==> config.mk <==
export PLATFORM = sky130hd
export DESIGN_NAME = spd_post_divider_framer
export DESIGN_NICKNAME = d
export VERILOG_FILES = /design/src/hw/spd_pkg.sv /design/src/hw/spd_post_div.sv /design/src/hw/spd_post_divider_framer.sv
export SDC_FILE = /design/constraint.sdc
export NUM_CORES = 1
export LEC_CHECK = 0
export BUFFER_PORTS_ARGS = -buffer_cell sky130_fd_sc_hd__buf_2
export CORE_MARGIN = 8
export CORE_UTILIZATION = 45
export CTS_CLUSTER_DIAMETER = 120
export DETAILED_ROUTE_END_ITERATION = 10
export PLACE_DENSITY = 0.61
export SLEW_MARGIN = 30
export SYNTH_ARGS = -nofsm -noshare
export SYNTH_HDL_FRONTEND = slang
export SYNTH_SLANG_ARGS = --single-unit
==> constraint.sdc <==
create_clock -name SYS_CLK -period 16.9 [get_ports SYS_CLK]
set_clock_uncertainty 0.05 [all_clocks]
set_input_delay 1.69 -clock SYS_CLK [delete_from_list [all_inputs] [get_ports SYS_CLK]]
set_output_delay 1.69 -clock SYS_CLK [all_outputs]
set_load 0.05 [all_outputs]
==> src/hw/spd_pkg.sv <==
// Shared constants, types and helpers of the synthesizer output post-divider block.
package spd_pkg;

    localparam int ADDR_W = 12;
    localparam logic [7:0] IDX_A0 = 8'h8C;
    localparam logic [7:0] IDX_B0 = 8'h8F;
    localparam logic [7:0] IDX_STATUS = 8'hA0;
    localparam logic [23:0] CFG_RST = 24'h00_0002;
    localparam logic [23:0] CNT_RST = 24'hFF_FFFF;
    localparam logic [23:0] MIN_RATIO = 24'h00_0002;
    localparam logic [15:0] MIN_RATE = 16'h0001;
    localparam logic [3:0] MODE_FRAME = 4'hF;
    localparam logic [1:0] LF_SRC_A = 2'h0;
    localparam logic [1:0] LF_SRC_B = 2'h1;
    localparam logic [2:0] BYTES_ALL = 3'h7;

    typedef enum logic [1:0] {
        SPD_DIV = 2'b00,
        SPD_LOWF = 2'b01,
        SPD_FRAME = 2'b10
    } spd_mode_t;

    typedef struct packed {
        logic psel;
        logic penable;
        logic pwrite;
        logic [ADDR_W-1:0] paddr;
        logic [31:0] pwdata;
    } spd_apb_req_t;

    typedef struct packed {
        logic [31:0] prdata;
        logic pready;
        logic pslverr;
    } spd_apb_rsp_t;

    typedef struct packed {
        logic out_b;
        logic out_a;
        logic [2:0] pend_b;
        logic [2:0] pend_a;
        spd_mode_t mode_b;
        spd_mode_t mode_a;
    } spd_status_t;

    typedef struct packed {
        logic [23:0] cnt;
        logic [15:0] edge_cnt;
        logic [3:0] src_prev;
        logic pulse;
        logic out;
    } spd_div_state_t;

    typedef struct packed {
        logic [23:0] cfg_a;
        logic [23:0] cfg_b;
        logic [23:0] stage_a;
        logic [23:0] stage_b;
        logic [2:0] mask_a;
        logic [2:0] mask_b;
        logic load_a;
        logic load_b;
        logic [31:0] prdata;
        logic pslverr;
        logic seen_b;
    } spd_regs_t;

    // Byte address of a register index: each index takes one aligned word.
    function automatic logic [ADDR_W-1:0] reg_addr(input logic [7:0] idx);
        return {2'b00, idx, 2'b00};
    endfunction

    // Output kind selected by a configuration word.
    function automatic spd_mode_t cfg_mode(input logic [23:0] cfg, input logic [1:0] lf_src);
        if (cfg[23:20] != MODE_FRAME) begin
            return SPD_DIV;
        end else if (cfg[17:16] == lf_src) begin
            return SPD_LOWF;
        end else begin
            return SPD_FRAME;
        end
    endfunction

endpackage

==> src/hw/spd_post_div.sv <==
// One output post-divider: plain divider, low-frequency clock or frame pulse generator.
`timescale 1ns/1ps
module spd_post_div #(
    parameter logic [1:0] LF_SRC = 2'h1
) (
    input wire logic clk,
    input wire logic rst_n,
    input wire logic [23:0] cfg,
    input wire logic load,
    input wire logic tick,
    input wire logic [3:0] src,
    output logic out
);
    spd_pkg::spd_div_state_t st_reg;
    spd_pkg::spd_div_state_t st_next;
    spd_pkg::spd_mode_t mode;
    logic [23:0] ratio;
    logic [23:0] lf_div;
    logic [15:0] rate;
    logic cur;
    logic prev;
    logic rise_sel;
    logic fall_sel;
    logic edge_sel;

    // Ratios below two cannot make a 50% clock, so they run as two.
    function automatic logic [23:0] clamp2(input logic [23:0] n);
        return (n < spd_pkg::MIN_RATIO) ? spd_pkg::MIN_RATIO : n;
    endfunction

    // Count of high steps in one period of n steps.
    function automatic logic [23:0] hi_len(input logic [23:0] n);
        return 24'((25'(n) + 25'd1) >> 1);
    endfunction

    always_comb begin
        mode = spd_pkg::cfg_mode(cfg, LF_SRC);
        ratio = clamp2(cfg);
        lf_div = clamp2({8'h00, cfg[15:0]});
        rate = (cfg[15:0] == 16'h0000) ? spd_pkg::MIN_RATE : cfg[15:0];
        cur = src[cfg[17:16]];
        prev = st_reg.src_prev[cfg[17:16]];
        rise_sel = cur & ~prev;
        fall_sel = ~cur & prev;
        edge_sel = cfg[19] ? rise_sel : fall_sel;
        st_next = st_reg;
        st_next.src_prev = src;
        case (mode)
            spd_pkg::SPD_DIV: begin
                st_next.pulse = 1'b0;
                st_next.edge_cnt = 16'h0000;
                st_next.cnt = (st_reg.cnt >= ratio - 24'h00_0001) ? 24'h00_0000 : st_reg.cnt + 24'h00_0001;
                st_next.out = st_next.cnt < hi_len(ratio);
            end
            spd_pkg::SPD_LOWF: begin
                st_next.pulse = 1'b0;
                if (tick) begin
                    st_next.cnt = (st_reg.cnt >= lf_div - 24'h00_0001) ? 24'h00_0000 : st_reg.cnt + 24'h00_0001;
                    st_next.out = st_next.cnt < hi_len(lf_div);
                end
            end
            spd_pkg::SPD_FRAME: begin
                if (edge_sel) begin
                    if (st_reg.edge_cnt >= rate - 16'h0001) begin
                        st_next.edge_cnt = 16'h0000;
                        st_next.pulse = 1'b1;
                    end else begin
                        st_next.edge_cnt = st_reg.edge_cnt + 16'h0001;
                        st_next.pulse = 1'b0;
                    end
                end
                st_next.out = st_next.pulse ^ cfg[18];
            end
            default: begin
                st_next.out = 1'b0;
            end
        endcase
        if (load) begin
            st_next.cnt = 24'h00_0000;
            st_next.edge_cnt = 16'h0000;
            st_next.pulse = 1'b0;
            st_next.out = (mode == spd_pkg::SPD_FRAME) ? cfg[18] : 1'b1;
        end
    end

    always_ff @(posedge clk or negedge rst_n) begin
        if (!rst_n) begin
            // The counter starts at its top so the first edge after reset wraps and drives the output high.
            st_reg <= '0;
            st_reg.cnt <= spd_pkg::CNT_RST;
        end else begin
            st_reg <= st_next;
        end
    end

    assign out = st_reg.out;
endmodule // spd_post_div

==> src/hw/spd_post_divider_framer.sv <==
// Output post-dividers A and B of the second synthesizer with their APB register file.
//
// Our own choice: the APB slave port.
`timescale 1ns/1ps
module spd_post_divider_framer (
    input wire logic SYS_CLK,
    input wire logic RESET_N,
    input wire spd_pkg::spd_apb_req_t APB_REQ,
    output spd_pkg::spd_apb_rsp_t APB_RSP,
    input wire logic BASE_TICK,
    input wire logic POST_DIV_C_CLK,
    input wire logic POST_DIV_D_CLK,
    output logic OUT_A,
    output logic OUT_B
);
    spd_pkg::spd_regs_t st_reg;
    spd_pkg::spd_regs_t st_next;
    spd_pkg::spd_status_t status;
    logic setup;
    logic access;
    logic [2:0] hit_a;
    logic [2:0] hit_b;
    logic hit_stat;
    logic wr_ok;
    logic [2:0] full_a;
    logic [2:0] full_b;
    logic out_a;
    logic out_b;
    logic [3:0] src_a;
    logic [3:0] src_b;

    // One-hot byte lanes of a three-byte register starting at a given index.
    function automatic logic [2:0] byte_hits(
        input logic [spd_pkg::ADDR_W-1:0] a,
        input logic [7:0] base
    );
        logic [2:0] h;
        h = 3'h0;
        for (int k = 0; k < 3; k++) begin
            h[k] = (a == spd_pkg::reg_addr(8'(base + 8'(k))));
        end
        return h;
    endfunction

    // Picks the byte of a word named by a one-hot lane.
    function automatic logic [7:0] get_byte(input logic [23:0] w, input logic [2:0] hit);
        logic [7:0] r;
        r = 8'h00;
        for (int k = 0; k < 3; k++) begin
            if (hit[k]) begin
                r = w[8*k +: 8];
            end
        end
        return r;
    endfunction

    // Replaces the byte of a word named by a one-hot lane.
    function automatic logic [23:0] put_byte(
        input logic [23:0] w,
        input logic [2:0] hit,
        input logic [7:0] d
    );
        logic [23:0] r;
        r = w;
        for (int k = 0; k < 3; k++) begin
            if (hit[k]) begin
                r[8*k +: 8] = d;
            end
        end
        return r;
    endfunction

    always_comb begin
        setup = APB_REQ.psel && !APB_REQ.penable;
        access = APB_REQ.psel && APB_REQ.penable;
        hit_a = byte_hits(APB_REQ.paddr, spd_pkg::IDX_A0);
        hit_b = byte_hits(APB_REQ.paddr, spd_pkg::IDX_B0);
        hit_stat = APB_REQ.paddr == spd_pkg::reg_addr(spd_pkg::IDX_STATUS);
        wr_ok = access && APB_REQ.pwrite && !st_reg.pslverr;
        full_a = st_reg.mask_a | hit_a;
        full_b = st_reg.mask_b | hit_b;
    end

    always_comb begin
        status.out_b = out_b;
        status.out_a = out_a;
        status.pend_b = st_reg.mask_b;
        status.pend_a = st_reg.mask_a;
        status.mode_b = spd_pkg::cfg_mode(st_reg.cfg_b, spd_pkg::LF_SRC_B);
        status.mode_a = spd_pkg::cfg_mode(st_reg.cfg_a, spd_pkg::LF_SRC_A);
    end

    // Read data and the error answer are decided in the setup cycle, so the
    // access phase always completes at once with data from flip-flops.
    always_comb begin
        st_next = st_reg;
        st_next.load_a = 1'b0;
        st_next.load_b = 1'b0;
        if (setup) begin
            st_next.prdata = 32'h0000_0000;
            st_next.pslverr = 1'b0;
            if (|hit_a) begin
                st_next.prdata = {24'h00_0000, get_byte(st_reg.stage_a, hit_a)};
            end else if (|hit_b) begin
                st_next.prdata = {24'h00_0000, get_byte(st_reg.stage_b, hit_b)};
            end else if (hit_stat) begin
                st_next.prdata = 32'(status);
                st_next.pslverr = APB_REQ.pwrite;
            end else begin
                st_next.pslverr = 1'b1;
            end
        end
        if (wr_ok && (|hit_a)) begin
            st_next.stage_a = put_byte(st_reg.stage_a, hit_a, APB_REQ.pwdata[7:0]);
            if (full_a == spd_pkg::BYTES_ALL) begin
                st_next.cfg_a = st_next.stage_a;
                st_next.mask_a = 3'h0;
                st_next.load_a = 1'b1;
            end else begin
                st_next.mask_a = full_a;
            end
        end
        if (wr_ok && (|hit_b)) begin
            st_next.stage_b = put_byte(st_reg.stage_b, hit_b, APB_REQ.pwdata[7:0]);
            if (full_b == spd_pkg::BYTES_ALL) begin
                st_next.cfg_b = st_next.stage_b;
                st_next.mask_b = 3'h0;
                st_next.load_b = 1'b1;
                st_next.seen_b = 1'b1;
            end else begin
                st_next.mask_b = full_b;
            end
        end
    end

    always_ff @(posedge SYS_CLK or negedge RESET_N) begin
        if (!RESET_N) begin
            st_reg <= '0;
            st_reg.cfg_a <= spd_pkg::CFG_RST;
            st_reg.stage_a <= spd_pkg::CFG_RST;
            st_reg.cfg_b <= spd_pkg::CFG_RST;
            st_reg.stage_b <= spd_pkg::CFG_RST;
        end else begin
            st_reg <= st_next;
        end
    end

    always_comb begin
        APB_RSP.prdata = st_reg.prdata;
        APB_RSP.pready = access;
        APB_RSP.pslverr = access && st_reg.pslverr;
    end

    // Frame sources of A: 01 is B, 10 is C, 11 is D; 00 is its own low clock.
    assign src_a = {POST_DIV_D_CLK, POST_DIV_C_CLK, out_b, 1'b0};
    // Frame sources of B: 00 is A, 10 is C, 11 is D; 01 is its own low clock.
    assign src_b = {POST_DIV_D_CLK, POST_DIV_C_CLK, 1'b0, out_a};

    spd_post_div #(
        .LF_SRC(spd_pkg::LF_SRC_A)
    ) u_div_a (
        .clk(SYS_CLK),
        .rst_n(RESET_N),
        .cfg(st_reg.cfg_a),
        .load(st_reg.load_a),
        .tick(BASE_TICK),
        .src(src_a),
        .out(out_a)
    );

    spd_post_div #(
        .LF_SRC(spd_pkg::LF_SRC_B)
    ) u_div_b (
        .clk(SYS_CLK),
        .rst_n(RESET_N),
        .cfg(st_reg.cfg_b),
        .load(st_reg.load_b),
        .tick(BASE_TICK),
        .src(src_b),
        .out(out_b)
    );

    assign OUT_A = out_a;
    assign OUT_B = out_b;
endmodule // spd_post_divider_framer

* Word-level counts from Yosys, hierarchy flattened
Cells that the tools add are included.
** Operators by class
- Add/subtract/negate cells :: 14
- $lt $le $gt $ge :: 16
- Eq/ne operators :: 20
- Mux-type cells :: 76
- Bitwise logic cells :: 12
- Reduce and logical (&&, ||, !) cells :: 30
** Operators with widths (count)
- 24-bit two-way mux :: 8
- 16-bit two-way mux :: 8
- 24-bit by 1-bit adder with 25-bit output (second input constant) :: 4
- 24-bit >= comparator :: 4
- 24-bit less-than comparator :: 4
- 8-bit two-way mux :: 12
- 24-bit case mux with 2 select lines :: 2
- 24-bit by 1-bit subtractor with 24-bit output (second input constant) :: 4
- 12-bit by 10-bit equality test with 1-bit output (second input constant) :: 7
- 40-bit two-way mux :: 2
- 16-bit case mux with 2 select lines :: 2
- 24-bit by 1-bit adder with 24-bit output (second input constant) :: 2
- 24-bit by 2-bit less-than comparator with 1-bit output (second input constant) :: 2
- 16-bit by 1-bit adder with 16-bit output (second input constant) :: 2
- 16-bit >= comparator :: 2
- 16-bit zero test :: 2
- 16-bit by 2-bit less-than comparator with 1-bit output (second input constant) :: 2
- 32-bit two-way mux :: 1
- 16-bit by 1-bit subtractor with 16-bit output (second input constant) :: 2
- 12-bit two-way mux :: 2
- 1-bit two-way mux :: 23
- 3-bit nonzero test :: 6
- 2-bit two-way mux :: 6
- 2-bit AND reduction :: 6
- other kinds (20) :: 53
** Word-level totals
- Register bits :: 227
- Word-level logic and storage cells :: 188

* Logic depth before layout (Yosys ltp)
Gate-level depths: netlist (run 1).
- Word-level depth :: 10
- Depth in mapped cells :: 30

* Cells and area by module
A second synthesis (run 1) with hierarchy kept.
** Unflattened totals
- Cells, all modules :: 2211
- Area total of the unflattened synthesis :: 19438.6 µm²
** Modules (own cells, without submodules)
- spd_post_div at u_div_b :: times used 1, cells an instance 869, area an instance 6667.6 µm², sequential area each 1181.1 µm²
- spd_post_div at u_div_a :: times used 1, cells an instance 845, area an instance 6640.1 µm², sequential area each 1181.1 µm²
- spd_post_divider_framer :: times used 1, cells an instance 497, area an instance 6130.9 µm², sequential area each 2932.8 µm²

* Least setup slack after synthesis (run 1)
No wires, ideal clock.
- Path kind :: reg2reg
- Start point :: reg st_reg[95] in the netlist's numbering
- End point :: reg u_div_b.st_reg (netlist bit u_div_b.out)
- Library setup time :: 0.064 ns
- Arrival :: 5.552 ns
- Required time :: 16.786 ns
- Path slack :: 11.234 ns
- Cell stages (with the launch flop) :: 27
- Buffers on the path :: 2
- Period minus slack after synthesis :: 5.666 ns
- Cells stage by stage :: dfrtp_1 > clkbuf_1 > nor4_1 > nand3_1 > o21ai_0 > ha_1 > nand2_1 > nor2_1 > nand2_1 > xor2_1 > ha_1 > a21o_1 > a31oi_1 > o211ai_1 > a2111oi_0 > o21ai_2 > clkbuf_1 > nor2_1 > ha_1 > a21o_1 > a21o_1 > a21oi_1 > a21oi_1 > nand2_1 > nand3_1 > a311oi_1 > a211o_1
** On the way
- Longest elaborated chain between the ends :: 10
- Elaborated cells between the ends (all ways) :: 25
- Classes of those cells :: add/sub: 5; order compare: 7; mux: 11; bitwise: 1; reduce/logical: 1
** RTL lines
- start: declaration :: line spd_post_divider_framer.sv:16 : spd_pkg::spd_regs_t st_reg;
- start signal: assignment :: line spd_post_divider_framer.sv:144 : st_reg <= st_next;
- parallel branches: the longest is 8 deep, another holds 24-bit by 1-bit subtractor with 24-bit output
- 1-bit case mux with 3 select lines (*) :: line spd_post_div.sv:48 : case (mode)
- 2-bit two-way mux (*) :: line spd_post_div.sv:78 : if (load) begin
- end signal: assignment :: line spd_post_div.sv:92 : st_reg <= st_next;
- end: declaration :: line spd_post_div.sv:14 : spd_pkg::spd_div_state_t st_reg;
Mark *: on every way between the ends. The select of a mux whose other input is x is not followed.
A chain may end at the register's enable or synchronous reset.

* Worst setup path in the final report (run 1)
- Start point :: reg st_reg[100] in the netlist's numbering
- End point :: reg u_div_b.st_reg (netlist bit u_div_b.out)
The elaborated chain is that of the path after synthesis.

==> impl_metrics.json, run 1 <==
{
  "io_pins": 88,
  "crit_type": "flop to flop",
  "final.period_utilization_pct": 46.3,
  "die_w_um": 219,
  "drive_gt1_share_pct": 12.1,
  "synth_edf_count": 0,
  "syn_to_final_growth_pct": 7.28,
  "ys_seq_elements": 205,
  "grt_antenna_before_repair": 0,
  "start_util_pct": 45.5,
  "cts_resized": 0,
  "internal-power_mw": 0.852,
  "tightest_slew_ns": 0.971,
  "rr_endpoint": "u_div_b.out",
  "power-per-cell-area_nw_per_um2": 56.4,
  "cts_hold_buf": 0,
  "crit_fanout": 16,
  "crit_path_frequent_cell": "nand2_1",
  "viasPerCell": 5.98,
  "r2r_setup_slack_ns": 9.08,
  "postCtsSetupBuffers": 0,
  "ys_types": 84,
  "cp-start-kind": "flop",
  "routed_wl_um": 54100,
  "fin_crit_ns": 7.82,
  "dieArea_um2": 48000,
  "gp_congestion": 0.934,
  "grt_pass1_wl_um": 86300,
  "cts_tree": "yes",
  "irDropWorstVdd_mv": 0.0864,
  "synthCells": 2163,
  "crit_arrival_ns": 8.26,
  "rsz0062_at_grt": "false",
  "clkLatencyLatePin_ns": 0.57,
  "cts-root-buf": "clkbuf_16",
  "io_buffer_count": 43,
  "cts_inserted_buffers": 26,
  "grt_max_degree": 80,
  "grt_overflow_total": 0,
  "nFillCells": 3931,
  "status": "finished clean",
  "pwr-share-clk_pct": 51.8,
  "die_y_um": 219,
  "globalRouteTotalUtil_pct": 22.4,
  "hold_violations": 0,
  "yosys_most_used_dff": "dfrtp_1",
  "vias": 15982,
  "max_stage_delay_ns": 0.76,
  "timing.fmax_mhz": 128,
  "nNetsFinal": 2393,
  "route.detailed.drc": 0,
  "hold_class": "flop to flop",
  "first_pass_iters": 5,
  "diodes": 0,
  "antenna_left": 0,
  "post-dp-hpwl_um": 41100,
  "htree_num_levels": 1,
  "grt_pass1_vias": 15557,
  "worstReg2RegStart": "st_reg[100]",
  "p_seq_share_pct": 44.0,
  "clk_pin_slew_ns": 0.06,
  "maxSlewViolCount": 0,
  "power_switching_mw": 0.272,
  "hold_end": "APB_RSP[12]",
  "end_kind": "flop",
  "r2r_cells": 27,
  "power_frac_comb_pct": 4.1,
  "cp.required_ns": 17.33,
  "cap_violations": 0,
  "timing.slew.headroom_pct": 34.7,
  "syn_area_per_cell_um2": 8.59,
  "fin_setup_tns_ns": 0,
  "p_leak_nw": 8.95,
  "ys_seq_area_share_pct": 28.0,
  "min_from": "APB_RSP[12]",
  "core_um2": 40800,
  "switching_share_pct": 24.2,
  "ys_async_sr_fraction_pct": 100,
  "place_area_um2": 19000,
  "post_drt_wl_per_cell_um": 20.2,
  "holdWs_ns": 0.442,
  "clock-sinks": 205,
  "fin_area_um2": 19900,
  "drtIter0Drc": 1130,
  "critical_path.slowest_cell": "a2111oi_0",
  "clockBufferDepth": 3,
  "yosysWarnings": 0,
  "largest_reg_flops": 105,
  "setup_viol": 0,
  "rows": 74,
  "synth_area_um2": 18600,
  "min_delay_path_depth": 2
}
## through the flow
stage / setup slack [ns] / cells / util, % / total power, mW
floorplan: 11.23 / 2189 / - / 0.535
global placement: 9.48 / 2627 / 46.6 / 0.549
detailed placement: 9.40 / 2627 / 46.6 / 0.550
CTS: 9.32 / 2674 / 48.8 / 1.14
global route: 8.67 / 2674 / 48.8 / 1.16
finish: 9.08 / 2674 / 48.8 / 1.12
## worst max-delay path: cells and delay by family (launching register included)
| kind | cells | cell delay (ns) |
|---|---|---|
| compound gates | 12 | 3.45 |
| simple gates | 10 | 2.37 |
| fa+ha+maj | 3 | 0.77 |
| flops | 1 | 0.62 |
| buf+inv | 1 | 0.29 |
| xor+xnor | 1 | 0.18 |
## worst max-delay path by stage
stage	from	end	slack [ns]	depth (start not counted)
3_5_place_dp	st_reg[100]	u_div_b.out	9.40	27
4_1_cts	st_reg[100]	u_div_b.out	9.32	27
6_report	st_reg[100]	u_div_b.out	9.08	27
5_1_grt	st_reg[100]	u_div_b.out	8.67	27
3_3_place_gp	st_reg[100]	u_div_b.out	9.48	27
2_1_floorplan	st_reg[95]	u_div_b.out	11.23	26
## routing by layer
layer  share of wire, %  track usage [%]  vias to the layer above
li1                   -                -                     7687
met1                 47             31.6                     7717
met2                 44             34.8                      481
met3                5.8             2.88                       97
met4                3.4             7.94                        0
met5                  0                0                        -
## power by group through the flow
stage	Combinational [mW]	Clock (mW)	Sequential, mW
2_1_floorplan	0.0321	0	0.503
3_3_place_gp	0.0461	0	0.503
3_5_place_dp	0.0469	0	0.503
4_1_cts	0.0470	0.600	0.495
5_1_grt	0.0511	0.614	0.495
6_report	0.0465	0.582	0.495
## area by class of cell
| type | instances | area (µm²) | share of cell area [%] |
|---|---|---|---|
| clock buffers | 33 | 727 | 3.65 |
| clock inverters | 14 | 169 | 0.848 |
| inverters | 45 | 169 | 0.848 |
| multi-input cells | 1781 | 12600 | 63.3 |
| flip-flops and latches | 205 | 5190 | 26.1 |
| well taps | 532 | 666 | 3.34 |
| repair buffers | 64 | 383 | 1.92 |
## placed cells by master (no fill, tap or decap), types with 8 or more instances in the layout
cell and n:
a21oi_1 119, nand2_1 188, o22ai_1 9, o31ai_1 20, o21ai_0 91, xor2_1 120
mux2_2 59, conb_1 28, a31oi_1 10, dfrtp_1 153, nor2b_1 28, and4_1 11
buf_2 42, a21o_1 48, nor3_1 39, buf_4 21, a211oi_1 11, nor4_1 28
nand3_1 81, a2111oi_0 8, a22oi_1 10, a22o_1 10, nand2b_1 18, or3_1 23
ha_1 218, o211ai_1 10, xnor2_1 81, mux2i_1 50, inv_1 45, and2_1 9
and3_1 27, dfstp_2 52, nand4_1 71, nor2_1 225, clkbuf_16 26
## cell families (layout without fill, tap and decap cells)
group	Yosys count	count (layout)	synth area share, %
AND/OR/NAND/NOR	805	805	21.5
adder cells (fa/ha/maj)	218	218	14.7
AO/OA/AOI/OAI	411	411	14.1
other	2	28	0.0404
multiplexers	117	117	7.20
XOR/XNOR	202	202	9.57
buffers and inverters	203	156	4.88
flip-flops	205	205	28.0
## synth_stat cells (8+ instances only)
master	n	area, µm²
a22o_1	10	87.6
a31oi_1	10	62.6
and2_1	9	56.3
nor3_1	41	205
buf_1	12	45.0
nand2b_1	19	119
nand2_1	188	706
mux2_2	59	664
or3_1	23	144
buf_2	11	55.1
nor4b_1	8	70.1
nor2b_1	29	181
a2111oi_0	8	70.1
o211ai_1	10	75.1
a22oi_1	10	75.1
nand3_1	81	405
inv_1	45	169
a21o_1	48	360
xor2_1	120	1050
a21oi_1	121	606
o22ai_1	9	56.3
clkbuf_1	101	379
and3_1	27	169
nor4_1	29	181
xnor2_1	81	709
o31ai_1	20	150
nand4_1	71	444
buf_4	33	248
mux2i_1	50	500
dfstp_2	52	1370
a211oi_1	11	82.6
and4_1	11	96.3
o21ai_0	91	455
dfrtp_1	153	3830
nor2_1	225	845
ha_1	218	2730
Note: power is estimated with default switching activity, not from simulation.
==> inputs of run 2 (changes only) <==
==> constraint.sdc (replaced) <==
create_clock -name SYS_CLK -period 7.6 [get_ports SYS_CLK]
set_clock_uncertainty 0.05 [all_clocks]
set_input_delay 0.76 -clock SYS_CLK [delete_from_list [all_inputs] [get_ports SYS_CLK]]
set_output_delay 0.76 -clock SYS_CLK [all_outputs]
set_load 0.05 [all_outputs]
==> impl_metrics.json, run 2 (synthesis gave the netlist of run 1 again) <==
{
  "grt_max_degree": 110,
  "p_total_mw": 2.43,
  "maxSlewViolCount": 0,
  "largest_reg_flops": 105,
  "tightest_slew_ns": 0.988,
  "register_area_um2": 5190,
  "gp_congestion": 0.930,
  "diodes": 0,
  "nNetsFinal": 2428,
  "routed_wl_um": 55500,
  "pre_cts_slack_ns": 0.774,
  "r2r_setup_slack_ns": 0.58,
  "post-dp-hpwl_um": 42700,
  "drtIter0Drc": 1340,
  "crit_type": "flop to flop",
  "p_leak_nw": 9.10,
  "cts_hold_buf": 0,
  "hold_violations": 0,
  "final.period_utilization_pct": 92.4,
  "clock-sinks": 205,
  "clkLatencyLatePin_ns": 0.58,
  "die_w_um": 219,
  "post_drt_wl_per_cell_um": 20.5,
  "vias": 16091,
  "startpoint": "st_reg[101]",
  "rsz0062_at_grt": "false",
  "drive_gt1_share_pct": 13.4,
  "grt_antenna_before_repair": 0,
  "cp.required_ns": 8.04,
  "final_cell_mix": "nor2_1 (225), ha_1 (218), nand2_1 (188)",
  "io_buffer_count": 43,
  "setup_viol": 0,
  "io_pins": 88,
  "cap_violations": 0,
  "rows": 74,
  "final_common_cell": "nor2_1",
  "end_kind": "flop",
  "fin_setup_tns_ns": 0,
  "core_um2": 40800,
  "postCtsSetupBuffers": 0,
  "cp-start-kind": "flop",
  "crit_arrival_ns": 7.46,
  "first_pass_iters": 5,
  "die_y_um": 219,
  "globalRouteTotalUtil_pct": 22.8,
  "fin_area_um2": 20200,
  "cts-root-buf": "clkbuf_16",
  "nFillCells": 3859,
  "viasPerCell": 5.94,
  "clockBufferDepth": 3,
  "antenna_left": 0,
  "status": "finished clean",
  "power-per-cell-area_nw_per_um2": 120,
  "fin_crit_ns": 7.02,
  "worstReg2RegStart": "st_reg[101]",
  "timing.fmax_mhz": 142,
  "timing.slew.headroom_pct": 33.5,
  "cts_resized": 0,
  "htree_num_levels": 1,
  "place_area_um2": 19300,
  "fin_ws_ns": 0.580,
  "grt_pass1_vias": 15402,
  "r2r_cells": 27,
  "irDropWorstVdd_mv": 0.149,
  "hold_class": "primary input to asynchronous set/reset pin",
  "cts_tree": "yes",
  "crit_fanout": 12,
  "grt_pass1_wl_um": 87200,
  "rr_endpoint": "u_div_b.out",
  "grt_overflow_total": 0,
  "clk_pin_slew_ns": 0.06,
  "route.detailed.drc": 0,
  "start_util_pct": 45.5,
  "final_util_pct": 49.4,
  "syn_to_final_growth_pct": 8.51,
  "dieArea_um2": 48000,
  "cts_inserted_buffers": 26,
  "multi_input_area_um2": 12600
}
run 2: worst max path at each step:
| stage | end | slack [ns] | cells past startpoint |
|---|---|---|---|
| final | u_div_b.out | 0.58 | 27 |
| after global routing | u_div_b.out | 0.19 | 27 |
| after CTS | u_div_b.out | 0.71 | 28 |
| after detailed placement | u_div_b.out | 0.77 | 28 |
| after global placement | u_div_b.out | 0.90 | 28 |
| after floorplan | u_div_b.out | 1.93 | 26 |
run 2: per-layer routing:
layer  routed length [µm]  GRT usage [%]  vias up
met5                    0              0        -
met4                 1600           6.96        0
met3                 3660           3.40       87
met2                24100           34.8      484
met1                26100           32.7     7768
li1                     -              -     7752
run 2: per-stage QoR:
step,hold slack (ns),instances
global route,0.00999,2709
CTS,0.234,2708
finish,0.0109,2709
detailed placement,0.408,2661
global placement,0.398,2661
floorplan,0.390,2189
run 2: area by class of cell:
type	instances	share of cell area, %
multi-input cells	1781	62.6
repair buffers	99	3.30
inverters	45	0.838
clock buffers	34	3.58
clock inverters	13	0.584
well taps	532	3.30
flip-flops and latches	205	25.8
run 2: critical path, stage by stage (launching register included):
cell and delay [ns]:
dfrtp_1 0.54, nor3_1 0.24, buf_4 0.17, nand2_1 0.10, nor2_1 0.28, nand3_1 0.21
o21ai_0 0.42, ha_1 0.33, nand2_1 0.15, nor2_1 0.32, nand2_1 0.11, xor2_1 0.18
ha_1 0.18, a21o_1 0.15, a31oi_1 0.31, o211ai_1 0.18, a2111oi_0 0.70, o21ai_2 0.31
nor2_1 0.21, ha_1 0.26, a21o_1 0.18, a21o_1 0.17, a21oi_1 0.15, nor2b_1 0.06
o21ai_0 0.41, nand3_1 0.14, a311oi_1 0.28, a211o_1 0.15
run 2: power breakdown:
| part | switching [mW] | internal, mW |
|---|---|---|
| Combinational | 0.0861 | 0.0195 |
| Sequential | 0.00268 | 1.10 |
| Clock | 0.517 | 0.703 |
